`src/tcp_consts.vh`:
```
`ifndef TCP_CONSTS_VH
`define TCP_CONSTS_VH

// register indices; byte address is four times the index
`define TCP_IDX_T0_CNT_HI  12'hF00
`define TCP_IDX_T0_CNT_LO  12'hF01
`define TCP_IDX_T0_CMP_LO  12'hF05
`define TCP_IDX_T0_CTL0    12'hF06
`define TCP_IDX_T1_CNT_HI  12'hF08
`define TCP_IDX_T1_CNT_LO  12'hF09
`define TCP_IDX_T1_CMP_LO  12'hF0D
`define TCP_IDX_T1_CTL0    12'hF0E

// decode of index bits [13:4], [3] and [2:0]
`define TCP_IDX_PAGE       10'h0F0
`define TCP_SUB_CNT_HI     3'h0
`define TCP_SUB_CNT_LO     3'h1
`define TCP_SUB_RLD_HI     3'h2
`define TCP_SUB_RLD_LO     3'h3
`define TCP_SUB_CMP_HI     3'h4
`define TCP_SUB_CMP_LO     3'h5
`define TCP_SUB_CTL0       3'h6
`define TCP_SUB_CTL1       3'h7

// control zero fields
`define TCP_C0_MODE_MSB    7
`define TCP_C0_IRQ_HI      6
`define TCP_C0_IRQ_LO      5
`define TCP_C0_DB_HI       3
`define TCP_C0_DB_LO       1
`define TCP_C0_CAPST       0

// control one fields
`define TCP_C1_EN          7
`define TCP_C1_POL         6
`define TCP_C1_MODE_HI     2
`define TCP_C1_MODE_LO     0

// four-bit modes
`define TCP_MODE_CONT      4'h1
`define TCP_MODE_CAPT      4'h4
`define TCP_MODE_CAPCMP    4'h7
`define TCP_MODE_COMPCNT   4'h8

// event definition select
`define TCP_IRQ_CAPT_ONLY  2'h2
`define TCP_IRQ_RLD_ONLY   2'h3

// reset values
`define TCP_RST_CNT        16'h0001
`define TCP_RST_WORD       16'h0000
`define TCP_RST_BYTE       8'h00

`endif

```
`src/tcp_timer_regs.v`:
```
// Design decision made here: register access over APB.
`timescale 1ns/1ns
`include "tcp_consts.vh"
// Notes on behaviour
// - count is 16 bits, read as high byte and low byte
// - enabled: reading count high copies live low byte into holder
// - enabled: reading count low returns the holder
// - disabled: reading count low returns live low byte
// - count byte writes land next edge; counting resumes from result
// - reload high write goes to a holder only
// - reload low write loads holder and low byte together
// - compare value checked against count every clock while enabled, except in the capture modes
// - compare match toggles the output level
// - output level set by polarity bit in control one
// - capture modes store count into compare bytes
// - control zero bit 7 is mode msb over control one field
// - control zero two-bit field defines which events signal
// - control zero holds deadband delay for output transitions
// - status bit shows last event came from capture
// - two timers, each with own registers at own addresses
// - comparator counter: at reload, signal, count to 0x0001, go on
module tcp_timer_regs (
    input  wire        SYS_CLK,
    input  wire        RST_N,
    input  wire        PSEL,
    input  wire        PENABLE,
    input  wire        PWRITE,
    input  wire [15:0] PADDR,
    input  wire [31:0] PWDATA,
    output reg  [31:0] PRDATA,
    output reg         PREADY,
    output reg         PSLVERR,
    input  wire [1:0]  CAP_IN,
    input  wire        CMP_IN,
    output reg  [1:0]  PWM_OUT,
    output reg  [1:0]  TMR_EVT
);

////////////////////////////////////////////////////////////////////////////////

function [3:0] mode_of;
    input [7:0] c0;
    input [7:0] c1;
    begin
        mode_of = {c0[`TCP_C0_MODE_MSB], c1[`TCP_C1_MODE_HI:`TCP_C1_MODE_LO]};
    end
endfunction

// polarity picks rising (0) or falling (1) edge
function edge_of;
    input cur;
    input prev;
    input pol;
    begin
        edge_of = (cur ^ pol) & ~(prev ^ pol);
    end
endfunction

////////////////////////////////////////////////////////////////////////////////

reg  [15:0] cnt_q   [0:1];
reg  [15:0] cnt_d   [0:1];
reg  [15:0] rld_q   [0:1];
reg  [15:0] rld_d   [0:1];
reg  [15:0] cmp_q   [0:1];
reg  [15:0] cmp_d   [0:1];
reg  [7:0]  rtmp_q  [0:1];
reg  [7:0]  rtmp_d  [0:1];
reg  [7:0]  hold_q  [0:1];
reg  [7:0]  hold_d  [0:1];
reg  [7:0]  ctl0_q  [0:1];
reg  [7:0]  ctl0_d  [0:1];
reg  [7:0]  ctl1_q  [0:1];
reg  [7:0]  ctl1_d  [0:1];
reg  [2:0]  db_q    [0:1];
reg  [2:0]  db_d    [0:1];
reg  [1:0]  lvl_q;
reg  [1:0]  lvl_d;
reg  [1:0]  out_d;
reg  [1:0]  evt_d;
reg  [1:0]  cap_prev_q;
reg         cmp_prev_q;
reg  [7:0]  rd_byte;

wire [13:0] idx     = PADDR[15:2];
wire        hit     = (PADDR[1:0] == 2'h0) && (idx[13:4] == `TCP_IDX_PAGE);
wire        tsel    = idx[3];
wire [2:0]  sub     = idx[2:0];
wire        setup   = PSEL & ~PENABLE;
wire        rd_set  = setup & ~PWRITE & hit;
wire        wr_acc  = PSEL & PENABLE & PREADY & PWRITE & hit;
wire [7:0]  wd      = PWDATA[7:0];

integer     t;
// separate index for the clocked loops, so no variable has two writers
integer     u;

////////////////////////////////////////////////////////////////////////////////
// read mux, sampled in the setup cycle

always @* begin
    rd_byte = `TCP_RST_BYTE;
    case (sub)
        `TCP_SUB_CNT_HI: begin
            rd_byte = cnt_q[tsel][15:8];
        end
        `TCP_SUB_CNT_LO: begin
            if (ctl1_q[tsel][`TCP_C1_EN]) begin
                rd_byte = hold_q[tsel];
            end else begin
                rd_byte = cnt_q[tsel][7:0];
            end
        end
        `TCP_SUB_RLD_HI: begin
            rd_byte = rld_q[tsel][15:8];
        end
        `TCP_SUB_RLD_LO: begin
            rd_byte = rld_q[tsel][7:0];
        end
        `TCP_SUB_CMP_HI: begin
            rd_byte = cmp_q[tsel][15:8];
        end
        `TCP_SUB_CMP_LO: begin
            rd_byte = cmp_q[tsel][7:0];
        end
        `TCP_SUB_CTL0: begin
            rd_byte = ctl0_q[tsel];
        end
        `TCP_SUB_CTL1: begin
            rd_byte = ctl1_q[tsel];
        end
        default: begin
            rd_byte = `TCP_RST_BYTE;
        end
    endcase
end

////////////////////////////////////////////////////////////////////////////////
// per-timer next state

reg         en;
reg         pol;
reg  [3:0]  mode;
reg         tick;
reg         reach;
reg         capt;
reg         capm;
reg  [1:0]  cfg;

always @* begin
    en    = 1'b0;
    pol   = 1'b0;
    mode  = 4'h0;
    tick  = 1'b0;
    reach = 1'b0;
    capt  = 1'b0;
    capm  = 1'b0;
    cfg   = 2'h0;
    for (t = 0; t < 2; t = t + 1) begin
        cnt_d[t]  = cnt_q[t];
        rld_d[t]  = rld_q[t];
        cmp_d[t]  = cmp_q[t];
        rtmp_d[t] = rtmp_q[t];
        hold_d[t] = hold_q[t];
        ctl0_d[t] = ctl0_q[t];
        ctl1_d[t] = ctl1_q[t];
        db_d[t]   = db_q[t];
        lvl_d[t]  = lvl_q[t];
        evt_d[t]  = 1'b0;

        en   = ctl1_q[t][`TCP_C1_EN];
        pol  = ctl1_q[t][`TCP_C1_POL];
        mode = mode_of(ctl0_q[t], ctl1_q[t]);
        cfg  = ctl0_q[t][`TCP_C0_IRQ_HI:`TCP_C0_IRQ_LO];
        capm = (mode == `TCP_MODE_CAPT) || (mode == `TCP_MODE_CAPCMP);

        // comparator mode counts selected input edges, others every clock
        if (mode == `TCP_MODE_COMPCNT) begin
            tick = edge_of(CMP_IN, cmp_prev_q, pol);
        end else begin
            tick = 1'b1;
        end
        reach = en && tick && (cnt_q[t] == rld_q[t]);
        capt  = en && capm && edge_of(CAP_IN[t], cap_prev_q[t], pol);

        if (en && tick) begin
            if (reach) begin
                cnt_d[t] = `TCP_RST_CNT;
            end else begin
                cnt_d[t] = cnt_q[t] + 16'h0001;
            end
        end

        // event definition; a reload event clears capture status
        if (reach) begin
            ctl0_d[t][`TCP_C0_CAPST] = 1'b0;
            if (cfg != `TCP_IRQ_CAPT_ONLY) begin
                evt_d[t] = 1'b1;
            end
        end

        // output toggle on match, then deadband hold-off
        if (!en) begin
            lvl_d[t] = 1'b0;
        end else if (!capm && (cnt_q[t] == cmp_q[t])) begin
            lvl_d[t] = ~lvl_q[t];
            db_d[t]  = ctl0_q[t][`TCP_C0_DB_HI:`TCP_C0_DB_LO];
        end else if (db_q[t] != 3'h0) begin
            db_d[t] = db_q[t] - 3'h1;
        end
        if (db_q[t] == 3'h0) begin
            out_d[t] = lvl_q[t] ^ pol;
        end else begin
            out_d[t] = PWM_OUT[t];
        end

        // holder catches low byte at the same edge the high byte is sampled
        if (rd_set && (tsel == t) && (sub == `TCP_SUB_CNT_HI) && en) begin
            hold_d[t] = cnt_q[t][7:0];
        end

        // single-byte writes override counting in the same edge
        if (wr_acc && (tsel == t)) begin
            case (sub)
                `TCP_SUB_CNT_HI: begin
                    cnt_d[t][15:8] = wd;
                end
                `TCP_SUB_CNT_LO: begin
                    cnt_d[t][7:0] = wd;
                end
                `TCP_SUB_RLD_HI: begin
                    rtmp_d[t] = wd;
                end
                `TCP_SUB_RLD_LO: begin
                    rld_d[t] = {rtmp_q[t], wd};
                end
                `TCP_SUB_CMP_HI: begin
                    cmp_d[t][15:8] = wd;
                end
                `TCP_SUB_CMP_LO: begin
                    cmp_d[t][7:0] = wd;
                end
                `TCP_SUB_CTL0: begin
                    // status bit is hardware owned
                    ctl0_d[t][7:1] = wd[7:1];
                end
                `TCP_SUB_CTL1: begin
                    ctl1_d[t] = wd;
                end
                default: begin
                    ctl1_d[t] = ctl1_q[t];
                end
            endcase
        end

        // capture last so a same-cycle compare write cannot lose the count
        if (capt) begin
            cmp_d[t] = cnt_q[t];
            ctl0_d[t][`TCP_C0_CAPST] = 1'b1;
            if (cfg != `TCP_IRQ_RLD_ONLY) begin
                evt_d[t] = 1'b1;
            end
        end
    end
end

////////////////////////////////////////////////////////////////////////////////
// state and bus outputs

always @(posedge SYS_CLK) begin
    if (!RST_N) begin
        for (u = 0; u < 2; u = u + 1) begin
            cnt_q[u]  <= `TCP_RST_CNT;
            rld_q[u]  <= `TCP_RST_WORD;
            cmp_q[u]  <= `TCP_RST_WORD;
            rtmp_q[u] <= `TCP_RST_BYTE;
            hold_q[u] <= `TCP_RST_BYTE;
            ctl0_q[u] <= `TCP_RST_BYTE;
            ctl1_q[u] <= `TCP_RST_BYTE;
            db_q[u]   <= 3'h0;
        end
        lvl_q      <= 2'h0;
        cap_prev_q <= 2'h0;
        cmp_prev_q <= 1'b0;
        PWM_OUT    <= 2'h0;
        TMR_EVT    <= 2'h0;
        PRDATA     <= 32'h0000_0000;
        PREADY     <= 1'b0;
        PSLVERR    <= 1'b0;
    end else begin
        for (u = 0; u < 2; u = u + 1) begin
            cnt_q[u]  <= cnt_d[u];
            rld_q[u]  <= rld_d[u];
            cmp_q[u]  <= cmp_d[u];
            rtmp_q[u] <= rtmp_d[u];
            hold_q[u] <= hold_d[u];
            ctl0_q[u] <= ctl0_d[u];
            ctl1_q[u] <= ctl1_d[u];
            db_q[u]   <= db_d[u];
        end
        lvl_q      <= lvl_d;
        cap_prev_q <= CAP_IN;
        cmp_prev_q <= CMP_IN;
        PWM_OUT    <= out_d;
        TMR_EVT    <= evt_d;
        // one access cycle per transfer; ready only in that cycle
        PREADY     <= setup;
        PSLVERR    <= setup & ~hit;
        if (rd_set) begin
            PRDATA <= {24'h00_0000, rd_byte};
        end else begin
            PRDATA <= 32'h0000_0000;
        end
    end
end

endmodule

```
`config.mk`:
```
export PLATFORM = sky130hd
export DESIGN_NAME = tcp_timer_regs
export DESIGN_NICKNAME = d
export VERILOG_FILES = /design/src/tcp_timer_regs.v
export VERILOG_INCLUDE_DIRS = /design/src
export SDC_FILE = /design/constraint.sdc
export NUM_CORES = 1
export LEC_CHECK = 0
export BUFFER_PORTS_ARGS = -buffer_cell sky130_fd_sc_hd__buf_4
export CAP_MARGIN = 10
export CORE_AREA = 2 2 139 141
export DETAILED_ROUTE_END_ITERATION = 8
export DIE_AREA = 0 0 141 143
export PLACE_DENSITY = 0.86
export SYNTH_ARGS = -nofsm -noshare
export SYNTH_HDL_FRONTEND = slang
export SYNTH_SLANG_ARGS = --single-unit
```
`constraint.sdc`:
```
create_clock -name SYS_CLK -period 2.95 [get_ports SYS_CLK]
set_clock_uncertainty 0.05 [all_clocks]
set_input_delay 0.1475 -clock SYS_CLK [delete_from_list [all_inputs] [get_ports SYS_CLK]]
set_output_delay 0.1475 -clock SYS_CLK [all_outputs]
set_load 0.01 [all_outputs]
```
==> impl_results.md <==
- Skew-Pair Late Insertion Delay: 0.44 ns
- CTS tree: yes
- Final Cell Area: 11100 um^2
- Post-synth top area share: 33.5%
- CTS resizes: 0
- Fin crit share: 82.0%
- CTS Buffer Depth: 2
- Global-route usage over all layers: 29.7%
- Status: completed
- Num rows: 50
- Vias in the first global route: 8222
- Power Density: 464 nW/um^2
- Leak: 4.26 nW
- HPWL after DPL: 20100 um
- Die span in y: 143 um
- Setup TNS: 0 ns
- CTS H-tree depth: 4
- Post-CTS setup buffers: 0
- I/O pin count: 94
- Die area: 20200 um^2
- Yosys top cell by area: dfxtp_1
- R2R Setup Slk: 0.53 ns
- Worst Max-Slew Pin Slew: 0.749 ns
- Worst r2r src: ctl1_q[0][0]$_SDFFE_PN0P_
- Die X: 141 um
- Congestion Overflow GR: 0
- Warnings, synthesis: 0
- Post-Route WL: 29600 um
- Met2 Track Usage GR: 47.1%
- Gr busiest metal: met2
- Reg clk slew, reported paths: 0.07 ns
- Dominant cells by area after synthesis: dfxtp_1 (34%), mux2i_1 (14%), edfxtp_1 (4.8%)
- Peak supply drop: 0.383 mV
- Pre-antenna DRT Iters: 8
- Synth async-reset ratio: 0%
- Post-synthesis sequential area ratio: 38.3%
- Fin crit period: 2.42 ns
- Final setup vio count: 0
- Final hold vios: 0
- Synth Flop Type: dfxtp_1
- Cts-stage hold buffer count: 5
- Crit path kind: reg2reg
- Vias: 8823
- Mapped cell area: 10100 um^2
- Met3 usage: 7.48%
- Cell with the most instances after synthesis: dfxtp_1
- Core area: 18600 um^2
- Worst setup path endpoint: cnt_q[0][14]$_SDFF_PN0_
- Fmax: 413 MHz
- Drt first-iter violations: 1158
- Initial cell density of the core: 54.3%
- Nets@finish: 1202
- Routed Antenna Nets: 0
- M1 GR Usage: 38.1%
- Yosys reg bits: 185
- RR Endpoint: cnt_q[0][14]$_SDFF_PN0_
- Root cell of the clock tree: clkbuf_16
- EDFF count, synth: 16
- Slew HR: 49.7%
- Ant diodes: 0
- RePlAce Congestion: 0.966
- IO Port Bufs: 45
- Placed Area: 10500 um^2
- Worst path required time: 3.26 ns
- RSZ-0062 raised after global routing: false
- Reg2Reg Depth: 5
- CP endpoint kind: flop
- Max_cap viols: 0
- Layout cells sized above 1: 12.1%
- Vias per cell: 6.36
- CP max FO: 8
- HP Class: in2reg
- Fin. max-slew vios: 0
- Synth unique cells: 64
- Synth Instances: 1137
- Largest net degree at the start of global routing: 57
- Synth cell count leaders: dfxtp_1 (169), mux2i_1 (140), nor2_1 (111)
- Number of remaining DRC errors: 0
- Mapped Avg Cell Area: 8.87 um^2
- Initial antenna violation count: 1
- DR WL/cell: 21.4 um
- Worst path arrival time: 2.73 ns
- TritonCTS Buffers: 17
- First-pass GRT wire length: 45700 um
- Clock sink count: 185
- Startpoint types: flop
- Layout area overhead: 10.0%
- Origin of the worst setup path: ctl1_q[0][0]$_SDFFE_PN0P_
layer usage:
metal	share of wire, %	wire, um	up-vias
met1	40	11800	4156
met4	5.0	1480	0
li1	-	-	3988
met2	45	13300	550
met5	0	0	-
met3	10	3030	129
critical path: stages (launching register included):
cell and delay, ns:
dfxtp_1 0.36, or4b_2 0.69, o31a_1 0.46, nand2_1 0.26, nand3_1 0.26, o21ai_0 0.25
through the flow:
stage / total power [mW] / hold slack, ns / worst slack (ns) / utilization (%) / cells
after floorplan: 2.86 / 0.219 / 0.438 / - / 1160
after global routing: 5.28 / 0.0665 / 0.383 / 59.7 / 1387
after detailed placement: 2.97 / 0.333 / 0.437 / 56.4 / 1350
after global placement: 2.96 / 0.318 / 0.441 / 56.4 / 1350
after CTS: 5.15 / 0.0358 / 0.573 / 59.7 / 1387
final: 5.15 / 0.0623 / 0.532 / 59.7 / 1387
cells by family (layout without fill, tap and decap cells):
kind of cell | count (synthesis) | count (layout) | synth area share [%]
flip-flops | 185 | 185 | 38.3
adder cells (fa/ha/maj) | 6 | 6 | 0.744
AND/OR/NAND/NOR | 352 | 352 | 17.9
other | 1 | 24 | 0.0372
AO/OA/AOI/OAI | 212 | 212 | 13.1
XOR/XNOR | 95 | 95 | 8.25
buffers and inverters | 133 | 126 | 6.10
multiplexers | 153 | 153 | 15.6
flip-flops by register name, summed over array words and instances (netlist names), 6 cells and up:
signal  cells
db_q        6
ctl0_q     16
ctl1_q     16
rld_q      32
cmp_q      32
PRDATA      8
cnt_q      32
rtmp_q     16
hold_q     16
where the power goes:
| group | switching (mW) | internal [mW] |
|---|---|---|
| logic | 0.244 | 0.118 |
| clock network | 1.03 | 1.19 |
| registers | 0.0100 | 2.55 |
how the worst min path moves through the flow:
stage / startpoint / endpoint / depth (start not counted)
global route: PWDATA[4] / rtmp_q[0][4]$_SDFFE_PN0P_ / 3
CTS: PADDR[6] / PSLVERR$_SDFF_PN0_ / 5
global placement: CAP_IN[0] / cap_prev_q[0]$_SDFF_PN0_ / 2
detailed placement: CAP_IN[0] / cap_prev_q[0]$_SDFF_PN0_ / 2
finish: PWDATA[0] / cnt_q[1][8]$_SDFF_PN0_ / 3
floorplan: CAP_IN[0] / cap_prev_q[0]$_SDFF_PN0_ / 1
placed cells by master (no fill, tap or decap), types with 5 or more instances in the layout:
cell type / n
a211oi_1: 22
a21oi_1: 63
a221oi_1: 13
a22o_1: 13
a31oi_1: 8
and2_1: 24
and3_1: 7
buf_4: 76
clkbuf_16: 17
conb_1: 24
dfxtp_1: 169
dlygate4sd3_1: 5
edfxtp_1: 16
ha_1: 6
inv_1: 10
mux2_2: 11
mux2i_1: 140
nand2_1: 76
nand2b_1: 8
nand3_1: 25
nand4_1: 23
nor2_1: 111
nor2b_1: 13
nor3_1: 8
nor3b_1: 5
nor4_1: 17
o21ai_0: 62
o31ai_1: 8
xnor2_1: 47
xor2_1: 48
area by class of cell:
class	count	area (um^2)
clock buffers	19	443
fillers	1516	7480
flip-flops and latches	185	3860
repair buffers	82	641
multi-input cells	842	5690
well taps	234	293
inverters	12	45.0
clock inverters	13	121
(Power assumes the default switching activity.)
